## config.mk

```make
export PLATFORM = sky130hd
export DESIGN_NAME = serial_port
export DESIGN_NICKNAME = d
export VERILOG_FILES = /design/src/pin_sync.v /design/src/serial_port.v
export VERILOG_INCLUDE_DIRS = /design/src
export SDC_FILE = /design/constraint.sdc
export NUM_CORES = 1
export LEC_CHECK = 0
export ABC_AREA = 1
export BUFFER_PORTS_ARGS = -buffer_cell sky130_fd_sc_hd__buf_2
export CAP_MARGIN = 0
export CORE_MARGIN = 2
export CORE_UTILIZATION = 35
export DETAILED_ROUTE_END_ITERATION = 7
export GPL_ROUTABILITY_DRIVEN = 0
export PLACE_DENSITY = 0.52
export SLEW_MARGIN = 10
export SYNTH_ARGS = -nofsm -noshare
export SYNTH_HDL_FRONTEND = slang
export SYNTH_SLANG_ARGS = --single-unit
```

## constraint.sdc

```tcl
create_clock -name ref_clk_i -period 1.9 [get_ports ref_clk_i]
set_clock_uncertainty 0.15 [all_clocks]
set_input_delay 0.19 -clock ref_clk_i [delete_from_list [all_inputs] [get_ports ref_clk_i]]
set_output_delay 0.19 -clock ref_clk_i [all_outputs]
set_load 0.02 [all_outputs]
```

## src/serial_port_defs.vh

```
`ifndef SERIAL_PORT_DEFS_VH
`define SERIAL_PORT_DEFS_VH

// register offsets on the plain register port
`define ADDR_W             3
`define REG_CONTROL        3'h0
`define REG_DATA           3'h1
`define REG_CLOCK_DIVIDER  3'h2
`define REG_CONFIG         3'h3
`define REG_IRQ_STATUS     3'h4
`define REG_IRQ_MASK       3'h5

// serial_port_control field positions
`define CTL_INT_FLAG       7
`define CTL_WRITE_COLL     6
`define CTL_MODE_FAULT     5
`define CTL_RX_OVERRUN     4
`define CTL_SS_MODE_HI     3
`define CTL_SS_MODE_LO     2
`define CTL_TX_EMPTY       1
`define CTL_PORT_ENABLE    0
`define CTL_RESET          8'h06

// slave select mode codes
`define SS_MODE_3WIRE      2'h0
`define SS_MODE_4WIRE_IN   2'h1

// config register fields
`define CFG_MASTER_ENABLE  0
`define CFG_RESET          8'h00

// divider reset value
`define DIVIDER_RESET      8'h00

// interrupt status / mask bit positions
`define EV_DONE            0
`define EV_MODE_FAULT      1
`define EV_OVERRUN         2
`define EV_WRITE_COLL      3
`define EV_W               4

// bits per transfer
`define FRAME_BITS         4'h8

`endif

```

## src/pin_sync.v

```verilog
`timescale 1ns/100ps
module pin_sync #(
    parameter WIDTH = 1
) (
    input  wire             ref_clk_i,
    input  wire             reset_n_i,
    input  wire [WIDTH-1:0] async_i,
    output wire [WIDTH-1:0] sync_o
);
    reg [WIDTH-1:0] meta_q;
    reg [WIDTH-1:0] sync_q;

    // two stages; first stage read only by the second
    always @(posedge ref_clk_i) begin
        if (!reset_n_i) begin
            meta_q <= {WIDTH{1'b1}};
            sync_q <= {WIDTH{1'b1}};
        end else begin
            meta_q <= async_i;
            sync_q <= meta_q;
        end
    end

    assign sync_o = sync_q;
endmodule

```

## src/serial_port.v

```verilog
// Contract
// - mode fault set when select low, master enabled and select mode 01
// - mode fault flag cleared only by software writing zero
// - slave overrun set when byte completes with receive buffer unread
// - overrun also raises the port interrupt request
// - overrun flag stays set until software clears it
// - select mode 00: three-wire operation, select pin ignored
// - select mode 01, reset default: four-wire, select always an input
// - read-only transmit empty flag set once byte moves to shifter
//
// Our own choices: the strobed register port and the placing of the registers.
`timescale 1ns/100ps
`include "serial_port_defs.vh"
module serial_port (
    input  wire                ref_clk_i,
    input  wire                reset_n_i,
    input  wire [`ADDR_W-1:0]  reg_addr_i,
    input  wire [7:0]          reg_wdata_i,
    input  wire                reg_write_i,
    input  wire                reg_read_i,
    output reg  [7:0]          reg_rdata_o,
    output wire                irq_o,
    input  wire                sck_i,
    output wire                sck_o,
    output wire                sck_oe_o,
    input  wire                mosi_i,
    output wire                mosi_o,
    output wire                mosi_oe_o,
    input  wire                miso_i,
    output wire                miso_o,
    output wire                miso_oe_o,
    input  wire                slave_select_pin_i,
    output wire                slave_select_pin_o,
    output wire                slave_select_pin_oe_o
);
    // software visible state
    reg        int_flag_q;
    reg        write_coll_q;
    reg        mode_fault_flag_q;
    reg        receive_overrun_flag_q;
    reg [1:0]  slave_select_mode_q;
    reg        port_enable_q;
    reg        master_enable_q;
    reg [7:0]  serial_clock_divider_q;
    reg [`EV_W-1:0] irq_status_q;
    reg [`EV_W-1:0] irq_mask_q;

    // datapath state
    reg [7:0]  tx_buf_q;
    reg        transmit_buffer_empty_q;
    reg [7:0]  rx_buf_q;
    reg        rx_full_q;
    reg [7:0]  shift_q;
    reg [3:0]  bit_cnt_q;
    reg        loaded_q;
    reg        busy_q;
    reg [7:0]  div_cnt_q;
    reg        sck_lvl_q;
    reg        sample_q;
    reg        sck_prev_q;

    wire       sck_s;
    wire       mosi_s;
    wire       miso_s;
    wire       nss_s;

    // all pin inputs cross into the system clock here
    pin_sync #(
        .WIDTH (4)
    ) u_sync (
        .ref_clk_i (ref_clk_i),
        .reset_n_i (reset_n_i),
        .async_i   ({sck_i, mosi_i, miso_i, slave_select_pin_i}),
        .sync_o    ({sck_s, mosi_s, miso_s, nss_s})
    );

    // decoded access strobes
    wire wr_ctl  = reg_write_i && (reg_addr_i == `REG_CONTROL);
    wire wr_data = reg_write_i && (reg_addr_i == `REG_DATA);
    wire wr_div  = reg_write_i && (reg_addr_i == `REG_CLOCK_DIVIDER);
    wire wr_cfg  = reg_write_i && (reg_addr_i == `REG_CONFIG);
    wire wr_mask = reg_write_i && (reg_addr_i == `REG_IRQ_MASK);
    wire rd_data = reg_read_i && (reg_addr_i == `REG_DATA);
    wire rd_stat = reg_read_i && (reg_addr_i == `REG_IRQ_STATUS);

    // mode decode
    wire ss_3wire   = (slave_select_mode_q == `SS_MODE_3WIRE);
    wire ss_4wire   = (slave_select_mode_q == `SS_MODE_4WIRE_IN);
    wire ss_drive   = slave_select_mode_q[1];
    wire is_master  = port_enable_q && master_enable_q;
    // select input only counts in four-wire input mode
    wire slave_sel  = port_enable_q && !master_enable_q &&
                      (ss_4wire ? !nss_s : 1'b1);

    // link clock edges seen by the system clock
    wire sck_rise   = sck_s && !sck_prev_q;
    wire sck_fall   = !sck_s && sck_prev_q;

    // master clock generator tick
    wire div_tick   = busy_q && (div_cnt_q == serial_clock_divider_q);
    wire m_rise     = is_master && div_tick && !sck_lvl_q;
    wire m_fall     = is_master && div_tick && sck_lvl_q;

    // events of this cycle
    wire ev_mode_fault = port_enable_q && master_enable_q &&
                         ss_4wire && !nss_s;
    wire s_last        = slave_sel && sck_rise &&
                         (bit_cnt_q == `FRAME_BITS - 4'h1);
    wire m_last        = m_fall && (bit_cnt_q == `FRAME_BITS - 4'h1);
    wire ev_done       = s_last || m_last;
    wire ev_overrun    = s_last && rx_full_q;
    wire ev_write_coll = wr_data && !transmit_buffer_empty_q;
    wire [`EV_W-1:0] ev_vec;
    assign ev_vec[`EV_DONE]       = ev_done;
    assign ev_vec[`EV_MODE_FAULT] = ev_mode_fault;
    assign ev_vec[`EV_OVERRUN]    = ev_overrun;
    assign ev_vec[`EV_WRITE_COLL] = ev_write_coll;

    // byte moves from transmit buffer into shifter
    wire m_start  = is_master && !busy_q && !transmit_buffer_empty_q &&
                    !ev_mode_fault;
    wire s_load   = slave_sel && !loaded_q && (bit_cnt_q == 4'h0) &&
                    !transmit_buffer_empty_q && !sck_rise && !sck_fall;
    wire tx_take  = m_start || s_load;

    // control register and flags; hardware set wins over software clear
    always @(posedge ref_clk_i) begin
        if (!reset_n_i) begin
            int_flag_q             <= 1'b0;
            write_coll_q           <= 1'b0;
            mode_fault_flag_q      <= 1'b0;
            receive_overrun_flag_q <= 1'b0;
            slave_select_mode_q    <= `SS_MODE_4WIRE_IN;
            port_enable_q          <= 1'b0;
        end else begin
            int_flag_q <= (int_flag_q &&
                           !(wr_ctl && !reg_wdata_i[`CTL_INT_FLAG])) ||
                          ev_done || ev_overrun || ev_mode_fault;
            write_coll_q <= (write_coll_q &&
                             !(wr_ctl && !reg_wdata_i[`CTL_WRITE_COLL])) ||
                            ev_write_coll;
            // only a software zero write clears it
            mode_fault_flag_q <= (mode_fault_flag_q &&
                                  !(wr_ctl &&
                                    !reg_wdata_i[`CTL_MODE_FAULT])) ||
                                 ev_mode_fault;
            receive_overrun_flag_q <= (receive_overrun_flag_q &&
                                       !(wr_ctl &&
                                         !reg_wdata_i[`CTL_RX_OVERRUN])) ||
                                      ev_overrun;
            if (wr_ctl) begin
                slave_select_mode_q <=
                    reg_wdata_i[`CTL_SS_MODE_HI:`CTL_SS_MODE_LO];
                port_enable_q <= reg_wdata_i[`CTL_PORT_ENABLE];
            end
        end
    end

    // config, divider and mask registers
    always @(posedge ref_clk_i) begin
        if (!reset_n_i) begin
            master_enable_q        <= 1'b0;
            serial_clock_divider_q <= `DIVIDER_RESET;
            irq_mask_q             <= {`EV_W{1'b0}};
        end else begin
            // a collision drops back to slave so two masters never fight
            if (ev_mode_fault)
                master_enable_q <= 1'b0;
            else if (wr_cfg)
                master_enable_q <= reg_wdata_i[`CFG_MASTER_ENABLE];
            if (wr_div)
                serial_clock_divider_q <= reg_wdata_i;
            if (wr_mask)
                irq_mask_q <= reg_wdata_i[`EV_W-1:0];
        end
    end

    // sticky interrupt status, cleared by reading it
    always @(posedge ref_clk_i) begin
        if (!reset_n_i)
            irq_status_q <= {`EV_W{1'b0}};
        else
            irq_status_q <= (rd_stat ? {`EV_W{1'b0}} : irq_status_q) |
                            ev_vec;
    end

    assign irq_o = |(irq_status_q & irq_mask_q);

    // transmit buffer and its empty flag
    always @(posedge ref_clk_i) begin
        if (!reset_n_i) begin
            tx_buf_q                <= 8'h00;
            transmit_buffer_empty_q <= 1'b1;
        end else if (!port_enable_q) begin
            transmit_buffer_empty_q <= 1'b1;
        end else if (wr_data && transmit_buffer_empty_q) begin
            tx_buf_q                <= reg_wdata_i;
            transmit_buffer_empty_q <= 1'b0;
        end else if (tx_take) begin
            transmit_buffer_empty_q <= 1'b1;
        end
    end

    // receive buffer; an overrun keeps the unread byte
    always @(posedge ref_clk_i) begin
        if (!reset_n_i) begin
            rx_buf_q  <= 8'h00;
            rx_full_q <= 1'b0;
        end else if (ev_done && !rx_full_q) begin
            rx_buf_q  <= s_last ? {shift_q[6:0], mosi_s}
                                : {shift_q[6:0], sample_q};
            rx_full_q <= 1'b1;
        end else if (rd_data) begin
            rx_full_q <= 1'b0;
        end
    end

    // shifter shared by master and slave operation
    always @(posedge ref_clk_i) begin
        if (!reset_n_i) begin
            shift_q    <= 8'h00;
            bit_cnt_q  <= 4'h0;
            loaded_q   <= 1'b0;
            busy_q     <= 1'b0;
            div_cnt_q  <= 8'h00;
            sck_lvl_q  <= 1'b0;
            sample_q   <= 1'b0;
            sck_prev_q <= 1'b1;  // matches synchroniser reset, no false rise
        end else begin
            sck_prev_q <= sck_s;
            if (!port_enable_q || (!is_master && !slave_sel)) begin
                // idle or deselected: frame is abandoned
                bit_cnt_q <= 4'h0;
                loaded_q  <= 1'b0;
                busy_q    <= 1'b0;
                sck_lvl_q <= 1'b0;
                div_cnt_q <= 8'h00;
            end else if (is_master) begin
                if (m_start) begin
                    shift_q   <= tx_buf_q;
                    busy_q    <= 1'b1;
                    bit_cnt_q <= 4'h0;
                    div_cnt_q <= 8'h00;
                end else if (busy_q) begin
                    // half period is divider plus one system clocks
                    div_cnt_q <= div_tick ? 8'h00 : div_cnt_q + 8'h01;
                    if (m_rise) begin
                        sck_lvl_q <= 1'b1;
                        sample_q  <= miso_s;
                    end
                    if (m_fall) begin
                        sck_lvl_q <= 1'b0;
                        shift_q   <= {shift_q[6:0], sample_q};
                        bit_cnt_q <= m_last ? 4'h0 : bit_cnt_q + 4'h1;
                        if (m_last)
                            busy_q <= 1'b0;
                    end
                end
            end else begin
                // slave: sample on rising edge of the link clock
                if (s_load) begin
                    shift_q  <= tx_buf_q;
                    loaded_q <= 1'b1;
                end else if (sck_rise) begin
                    shift_q   <= {shift_q[6:0], mosi_s};
                    bit_cnt_q <= s_last ? 4'h0 : bit_cnt_q + 4'h1;
                    if (s_last)
                        loaded_q <= 1'b0;
                end
            end
        end
    end

    // output bit held in a flop, changed on the falling edge
    reg out_bit_q;
    always @(posedge ref_clk_i) begin
        if (!reset_n_i)
            out_bit_q <= 1'b0;
        else if (tx_take)
            out_bit_q <= tx_buf_q[7];
        // master shifts on this same fall, so the next bit is still bit 6
        else if (is_master && m_fall)
            out_bit_q <= shift_q[6];
        else if (slave_sel && sck_fall)
            out_bit_q <= shift_q[7];
    end

    // pin drivers
    assign sck_o     = sck_lvl_q;
    assign sck_oe_o  = is_master;
    assign mosi_o    = out_bit_q;
    assign mosi_oe_o = is_master;
    assign miso_o    = out_bit_q;
    assign miso_oe_o = slave_sel;
    // four-wire single master drives the select pin
    assign slave_select_pin_o    = slave_select_mode_q[0];
    assign slave_select_pin_oe_o = port_enable_q && ss_drive;

    // read data, one cycle after the read strobe
    always @(posedge ref_clk_i) begin
        if (!reset_n_i) begin
            reg_rdata_o <= 8'h00;
        end else if (reg_read_i) begin
            case (reg_addr_i)
                `REG_CONTROL:
                    reg_rdata_o <= {int_flag_q, write_coll_q,
                                    mode_fault_flag_q,
                                    receive_overrun_flag_q,
                                    slave_select_mode_q,
                                    transmit_buffer_empty_q,
                                    port_enable_q};
                `REG_DATA:          reg_rdata_o <= rx_buf_q;
                `REG_CLOCK_DIVIDER: reg_rdata_o <= serial_clock_divider_q;
                `REG_CONFIG:        reg_rdata_o <= {7'h00, master_enable_q};
                `REG_IRQ_STATUS:    reg_rdata_o <= {4'h0, irq_status_q};
                `REG_IRQ_MASK:      reg_rdata_o <= {4'h0, irq_mask_q};
                default:            reg_rdata_o <= 8'h00;
            endcase
        end else begin
            reg_rdata_o <= 8'h00;
        end
    end
endmodule

```

Yosys cells after proc, flatten, opt, wreduce, memory -nomap -nowiden

Index checks and enable logic that the tools add are counted.

Bits in registers: 84
Bits of input ports: 19
Output and inout bits: 17
Word-level logic and storage cells: 182

Add/sub/neg operators: 2
Equal/unequal tests: 11
Muxes and demuxes: 37
Bitwise gates (word level): 6
Reductions and logical operators: 100

Operators by type and width:

| kind                  | number |
|---|---|
| $mux W8               | 9 |
| $pmux W8 S6           | 1 |
| $logic_and A1 B1 Y1   | 45 |
| $mux W4               | 9 |
| $logic_not A1 Y1      | 23 |
| $mux W1               | 18 |
| $reduce_bool A2 Y1    | 7 |
| $reduce_and A4 Y1     | 3 |
| $logic_or A1 B1 Y1    | 9 |
| $add A8 B1 Y8 const B | 1 |
| $eq A8 B8 Y1          | 1 |
| $reduce_and A2 Y1     | 4 |
| $eq A3 B2 Y1 const B  | 2 |
| $eq A3 B3 Y1 const B  | 2 |
| $reduce_bool A3 Y1    | 2 |
| $reduce_and A5 Y1     | 1 |
| $add A4 B1 Y4 const B | 1 |
| $and A4 B4 Y4         | 1 |
| $eq A4 B3 Y1 const B  | 1 |
| $logic_not A4 Y1      | 1 |
| $not A1 Y1            | 4 |
| $or A4 B4 Y4          | 1 |
| $reduce_or A2 Y1      | 2 |
| $reduce_or A4 Y1      | 1 |
| other kinds (7)       | 7 |

Logic depth before layout (Yosys ltp)

Depth in word-level cells: 11
Gate-level depth with buffers: 13
Gate-level depth less buffers: 13

Hierarchy

A second synthesis with hierarchy kept.

Cells, all modules: 539
Area total of the unflattened synthesis: 3902.5 um^2

By module, submodules not included:

| module      | instances | cells an instance | area each (um^2) | sequential area each (um^2) |
|---|---|---|---|---|
| serial_port | 1         | 514               | 3677.3           | 1521.5 |
| pin_sync    | 1         | 25                | 225.2            | 160.2 |

Worst setup path before layout

No wires, ideal clock.

Path type: reg-to-reg
Start point: register slave_select_mode_q[0]
End point: register shift_q[1]
Setup time: 0.064 ns
Data arrival time: 1.537 ns
Data required time: 1.686 ns
Slack: 0.150 ns
Cell stages (with the launch flop): 9
Buffers on the path: 0
Clock period less this slack: 1.750 ns
Cell sequence: dfxtp_1 -> nand3_1 -> nand3_1 -> inv_1 -> a21oi_1 -> nor2_1 -> nand4_1 -> nand2_1 -> nor2_1

Longest elaborated chain between the ends: 10

RTL lines:

| element                                                        | RTL line          | RTL |
|---|---|---|
| start: declaration                                             | serial_port.v:41  | `reg [1:0] slave_select_mode_q;` |
| start signal: assignment                                       | serial_port.v:133 | `` slave_select_mode_q <= `SS_MODE_4WIRE_IN; `` |
| start signal: assignment                                       | serial_port.v:152 | `slave_select_mode_q <=` |
| $eq A2 B1 Y1 (no source line) *                                | --                |  |
| $mux W1 *                                                      | serial_port.v:93  | `(ss_4wire ? !nss_s : 1'b1);` |
| $logic_and A1 B1 Y1 *                                          | serial_port.v:92  | `wire slave_sel = port_enable_q && !master_enable_q &&` |
| named net miso_oe_o                                            | serial_port.v:31  | `output wire miso_oe_o,` |
| $logic_and A1 B1 Y1 (3 in a row)                               | serial_port.v:122 | `wire s_load = slave_sel && !loaded_q && (bit_cnt_q == 4'h0) &&` |
| $logic_and A1 B1 Y1 (2 in a row)                               | serial_port.v:123 | `!transmit_buffer_empty_q && !sck_rise && !sck_fall;` |
| $reduce_bool A3 Y1 (no source line) or $mux W8 (tied branches) | --                |  |
| $reduce_and A4 Y1 (no source line) or $mux W8 (tied branches)  | --                |  |
| end signal: assignment                                         | serial_port.v:240 | `shift_q <= tx_buf_q;` |
| end signal: assignment                                         | serial_port.v:253 | `shift_q <= {shift_q[6:0], sample_q};` |
| end signal: assignment                                         | serial_port.v:262 | `shift_q <= tx_buf_q;` |
| end: declaration                                               | serial_port.v:53  | `reg [7:0] shift_q;` |

The timed path passes the listed nets; every way through them passes the cells marked *.
A chain may end at the register's enable or synchronous reset.

Worst setup path after layout

Start point: register div_cnt_q[1]
End point: register rx_buf_q[3]

Longest elaborated chain between the ends: 7

RTL lines:

| element                          | RTL line          | RTL |
|---|---|---|
| start: declaration               | serial_port.v:57  | `reg [7:0] div_cnt_q;` |
| start signal: assignment         | serial_port.v:246 | `div_cnt_q <= div_tick ? 8'h00 : div_cnt_q + 8'h01;` |
| $eq A8 B8 Y1                     | serial_port.v:100 | `wire div_tick = busy_q && (div_cnt_q == serial_clock_divider_q);` |
| $logic_and A1 B1 Y1              | serial_port.v:100 |  |
| $logic_and A1 B1 Y1 (2 in a row) | serial_port.v:102 | `wire m_fall = is_master && div_tick && sck_lvl_q;` |
| $logic_and A1 B1 Y1              | serial_port.v:109 | `` wire m_last = m_fall && (bit_cnt_q == `FRAME_BITS - 4'h1); `` |
| $logic_or A1 B1 Y1               | serial_port.v:110 | `wire ev_done = s_last \|\| m_last;` |
| $logic_and A1 B1 Y1              | serial_port.v:209 | `end else if (ev_done && !rx_full_q) begin` |
| end signal: assignment           | serial_port.v:210 | `rx_buf_q <= s_last ? {shift_q[6:0], mosi_s}` |
| end: declaration                 | serial_port.v:51  | `reg [7:0] rx_buf_q;` |

No other way between the ends.

==> summary.md <==
| Metric | Value |
|---|---|
| Clock sinks | 84 |
| Post-Syn Area | 3810 µm² |
| Cell Pwr Density | 697 nW/µm² |
| Count of different cell masters after synthesis | 37 |
| DIE HEIGHT | 108 µm |
| IO Port Bufs | 35 |
| Design area | 4770 µm² |
| Detailed-route DRC error count | 0 |
| Worst EP arrival | 1920 ps |
| Hold slack | ~21 ps |
| DR pass1 iterations | 4 |
| Relative slew slack | 69.7% |
| Critical path startpoint | div_cnt_q[1]$_SDFFE_PP0P_ |
| Fin crit period | around 1800 ps |
| Post-synthesis sequential area ratio | 44.2% |
| Most frequent CP cell | nand2_1 |
| Final hold vios | 0 |
| Layout Cells excl Fill | between 700 and 800 |
| Num CTS Buffers | 9 |
| Min-delay src | reg_wdata_i[4] |
| RSZ-0062 raised after global routing | yes |
| Initial core utilization | between 30% and 40% |
| P_int | 2.54 mW |
| Routed Antenna Nets | 0 |
| Top post-synthesis cells by area | dfxtp_1 44%, nand2_1 10%, nor2_1 6.7%, inv_1 6.2%, a21oi_1 5.9% |
| CP required | roughly 2000 ps |
| Net switching power figure | 0.793 mW |
| Clk pwr share | 39.8% |
| P_leak | 1.99 nW |
| Cell family with most CP delay | simple AND/OR/NAND/NOR gates |
| Sw Share | 23.8% |
| Core Rows | 38 |
| GRT overflow | 0 |
| Least-Margin Pin Slew | 451 ps |
| Setup violators final | 0 |
| Core Area | 10,700 µm² |
| Startpoint Class | register |
| Iter 0 DRT Violations | 193 |
| Number of synthesis warnings | 0 |
| Fin Setup TNS | 0 ps |
| Path category of the worst min-delay check | input pin to register |
| Seq pwr share | 53.9% |
| Filler cells | 1,116 |
| Final worst slack | 81.4 ps |
| Worst reg-to-reg setup slack | 80 ps |
| Largest net degree at the start of global routing | 38 |
| Post-Route WL | 10,800 µm |
| Slew Viols, Final | 0 |
| Via density | 4.80 |
| Max Fanout on Critical Path | 6 |
| Count of state elements after synthesis | 84 |
| Status | finished clean |
| Final #Nets | 621 |
| Clock Pin Slew Worst Setup and Hold Paths | approximately 80 ps |
| Die X | 108 µm |
| WP buf/inv | 2 |
| Antenna violations before repair | 0 |
| Cells after Synth | 519 |
| Vias in the first global route | 3,331 |
| CTS tree | built |
| # H-tree levels | 3 |
| Clk_lat worst skew | 360 ps |
| Total number of vias | 3,570 |
| Slowest stage delay, CP | 370 ps |
| Total GRT Usage | 18.9% |
| CP max-delay cell | dfxtp_2 |
| Post-Place Cell Area | about 4300 µm² |
| Global-route wire length before repair | 17,000 µm |
| Longest Clk Path Bufs | 2 |
| Layout cells sized above 1 | 24.3% |
| Die Area | about 12,000 µm² |
| Clk root buf | clkbuf_8 |
| Syn_area_per_cell | 7.33 µm² |
| IR drop worst, VDD | 0.317 mV |
| CP Cell Sequence | inv_1 -> nand2_1 -> nand2_1 -> nor2_1 -> nand2_1 -> nor2_4 -> nand4_1 -> nand2_2 -> buf_6 -> nand2_8 -> nand2_2 -> a21oi_2 |
| Comb power frac | 6.2% |
| Inst Count DP | roughly 700 |
| Drt wl/cell | roughly 14 µm |
| CP endpoint kind | register |
| Critical path class | register to register |
| Area leader, netlist | dfxtp_1 |
| Ant diodes | 0 |
| Max Cap Violations | 0 |
| Pre-CTS setup slack | 37.2 ps |
| R2r startpoint | div_cnt_q[1]$_SDFFE_PP0P_ |
| # IOs | 36 |
| Hpwl dp | 7930 µm |
| Syn Nets | 541 |
| Fmax achieved | 0.550 GHz |
| Area delta synth->final | 25.4% |
| Yosys top cell area share | 44.2% |
| Crit share post-route | 95.7% |
==> through the flow <==
stage	power (mW)	util (%)
global placement	2.02	40.0
detailed placement	2.02	40.0
global route	3.47	44.4
finish	3.33	44.4
floorplan	1.94	-
CTS	3.36	42.8
==> state kept, by name, summed over array words and instances, names as in the netlist, 8 cells and up <==
name and flops:
serial_clock_divider_q 8, rx_buf_q 8, div_cnt_q 8, shift_q 8, reg_rdata_o 8, tx_buf_q 8
==> tightest hold or removal path, delay by kind of cell <==
kind / cells / cell delay, ps
buffers and inverters: 1 / 140
AND/OR/NAND/NOR: 2 / 160
==> timing repair <==
item / CTS / global route
hold buffers: 10 / 0
gates resized for setup: 0 / 37
setup endpoints to repair: 0 / 28
endpoints found under the hold margin: 10 / 0
setup buffers: 0 / 6
==> final timing paths <==
check	depth (start not counted)	to
worst max-delay path	12	rx_buf_q[3]$_SDFFE_PN0P_
worst min-delay path	3	tx_buf_q[4]$_SDFFE_PN0P_
worst max register to register	12	rx_buf_q[3]$_SDFFE_PN0P_
worst min register to register	1	u_sync.sync_o[2]$_SDFF_PN1_
==> logic make-up (layout without fill, tap and decap cells) <==
| family | count (synthesis) | count (layout) | synth area share, % |
|---|---|---|---|
| AO/OA/AOI/OAI | 102 | 102 | 15.0 |
| buffers and inverters | 79 | 162 | 8.32 |
| AND/OR/NAND/NOR | 243 | 245 | 29.7 |
| adder cells (fa/ha/maj) | 3 | 3 | 0.986 |
| flip-flops | 84 | 84 | 44.2 |
| XOR/XNOR | 8 | 8 | 1.84 |
==> area by class of cell <==
class | count | area, µm² | area share, %
clock inverter | 4 | 47.5 | 0.996
clock buffer | 12 | 155 | 3.25
multi-input combinational | 358 | 1910 | 40.1
timing repair buffer | 80 | 539 | 11.3
tap | 140 | 175 | 3.67
inverter | 66 | 248 | 5.19
sequential | 84 | 1700 | 35.5
==> power groups by stage <==
stage | registers (mW) | clock network, mW | logic [mW]
floorplan | 1.84 | 0 | 0.101
finish | 1.79 | 1.33 | 0.208
global placement | 1.84 | 0 | 0.184
global route | 1.80 | 1.45 | 0.229
CTS | 1.80 | 1.37 | 0.201
detailed placement | 1.84 | 0 | 0.184
==> cell usage after synthesis (all sizes together) <==
| cell | number |
|---|---|
| nor3b | 1 |
| or2 | 11 |
| o211ai | 7 |
| a31oi | 3 |
| xnor2 | 2 |
| a21oi | 45 |
| o22ai | 5 |
| nor4 | 1 |
| nor3 | 4 |
| clkbuf | 4 |
| nor2 | 73 |
| nand3 | 33 |
| nand4 | 11 |
| clkinv | 1 |
| xor2 | 6 |
| o21ai | 38 |
| a211oi | 1 |
| ha | 3 |
| inv | 65 |
| buf | 9 |
| dfxtp | 84 |
| o221ai | 3 |
| nand2 | 109 |
==> layout by cell type (no fill, tap or decap), types with 2 or more instances in the layout <==
cell / count
o22ai_1: 5
xor2_1: 6
buf_2: 36
o21ai_1: 2
dfxtp_1: 75
nor2_2: 5
o211ai_1: 7
clkbuf_8: 11
nand2_4: 7
inv_1: 58
o221ai_1: 3
nand3_4: 2
dfxtp_2: 8
nand4_1: 9
ha_1: 3
nor2_4: 5
clkinv_2: 2
nor2_1: 64
o21ai_0: 35
nand2_2: 7
nand2_1: 95
a31oi_1: 2
xnor2_1: 2
nor3_1: 3
a21oi_2: 2
inv_2: 7
or2_2: 11
nand3_1: 31
dlygate4sd3_1: 10
buf_4: 33
a21oi_1: 43
==> per-layer routing <==
metal  vias up  share of wire [%]  global-route usage (%)  wire (µm)
li1       1845                  -                       -          -
met1      1638                 46                    25.1       4910
met2        76                 49                    31.0       5270
met3        11                4.3                    2.89        468
met4         0                1.3                    6.96        136
met5         -                  0                       0          0
Note: power is estimated with default switching activity, not from simulation.
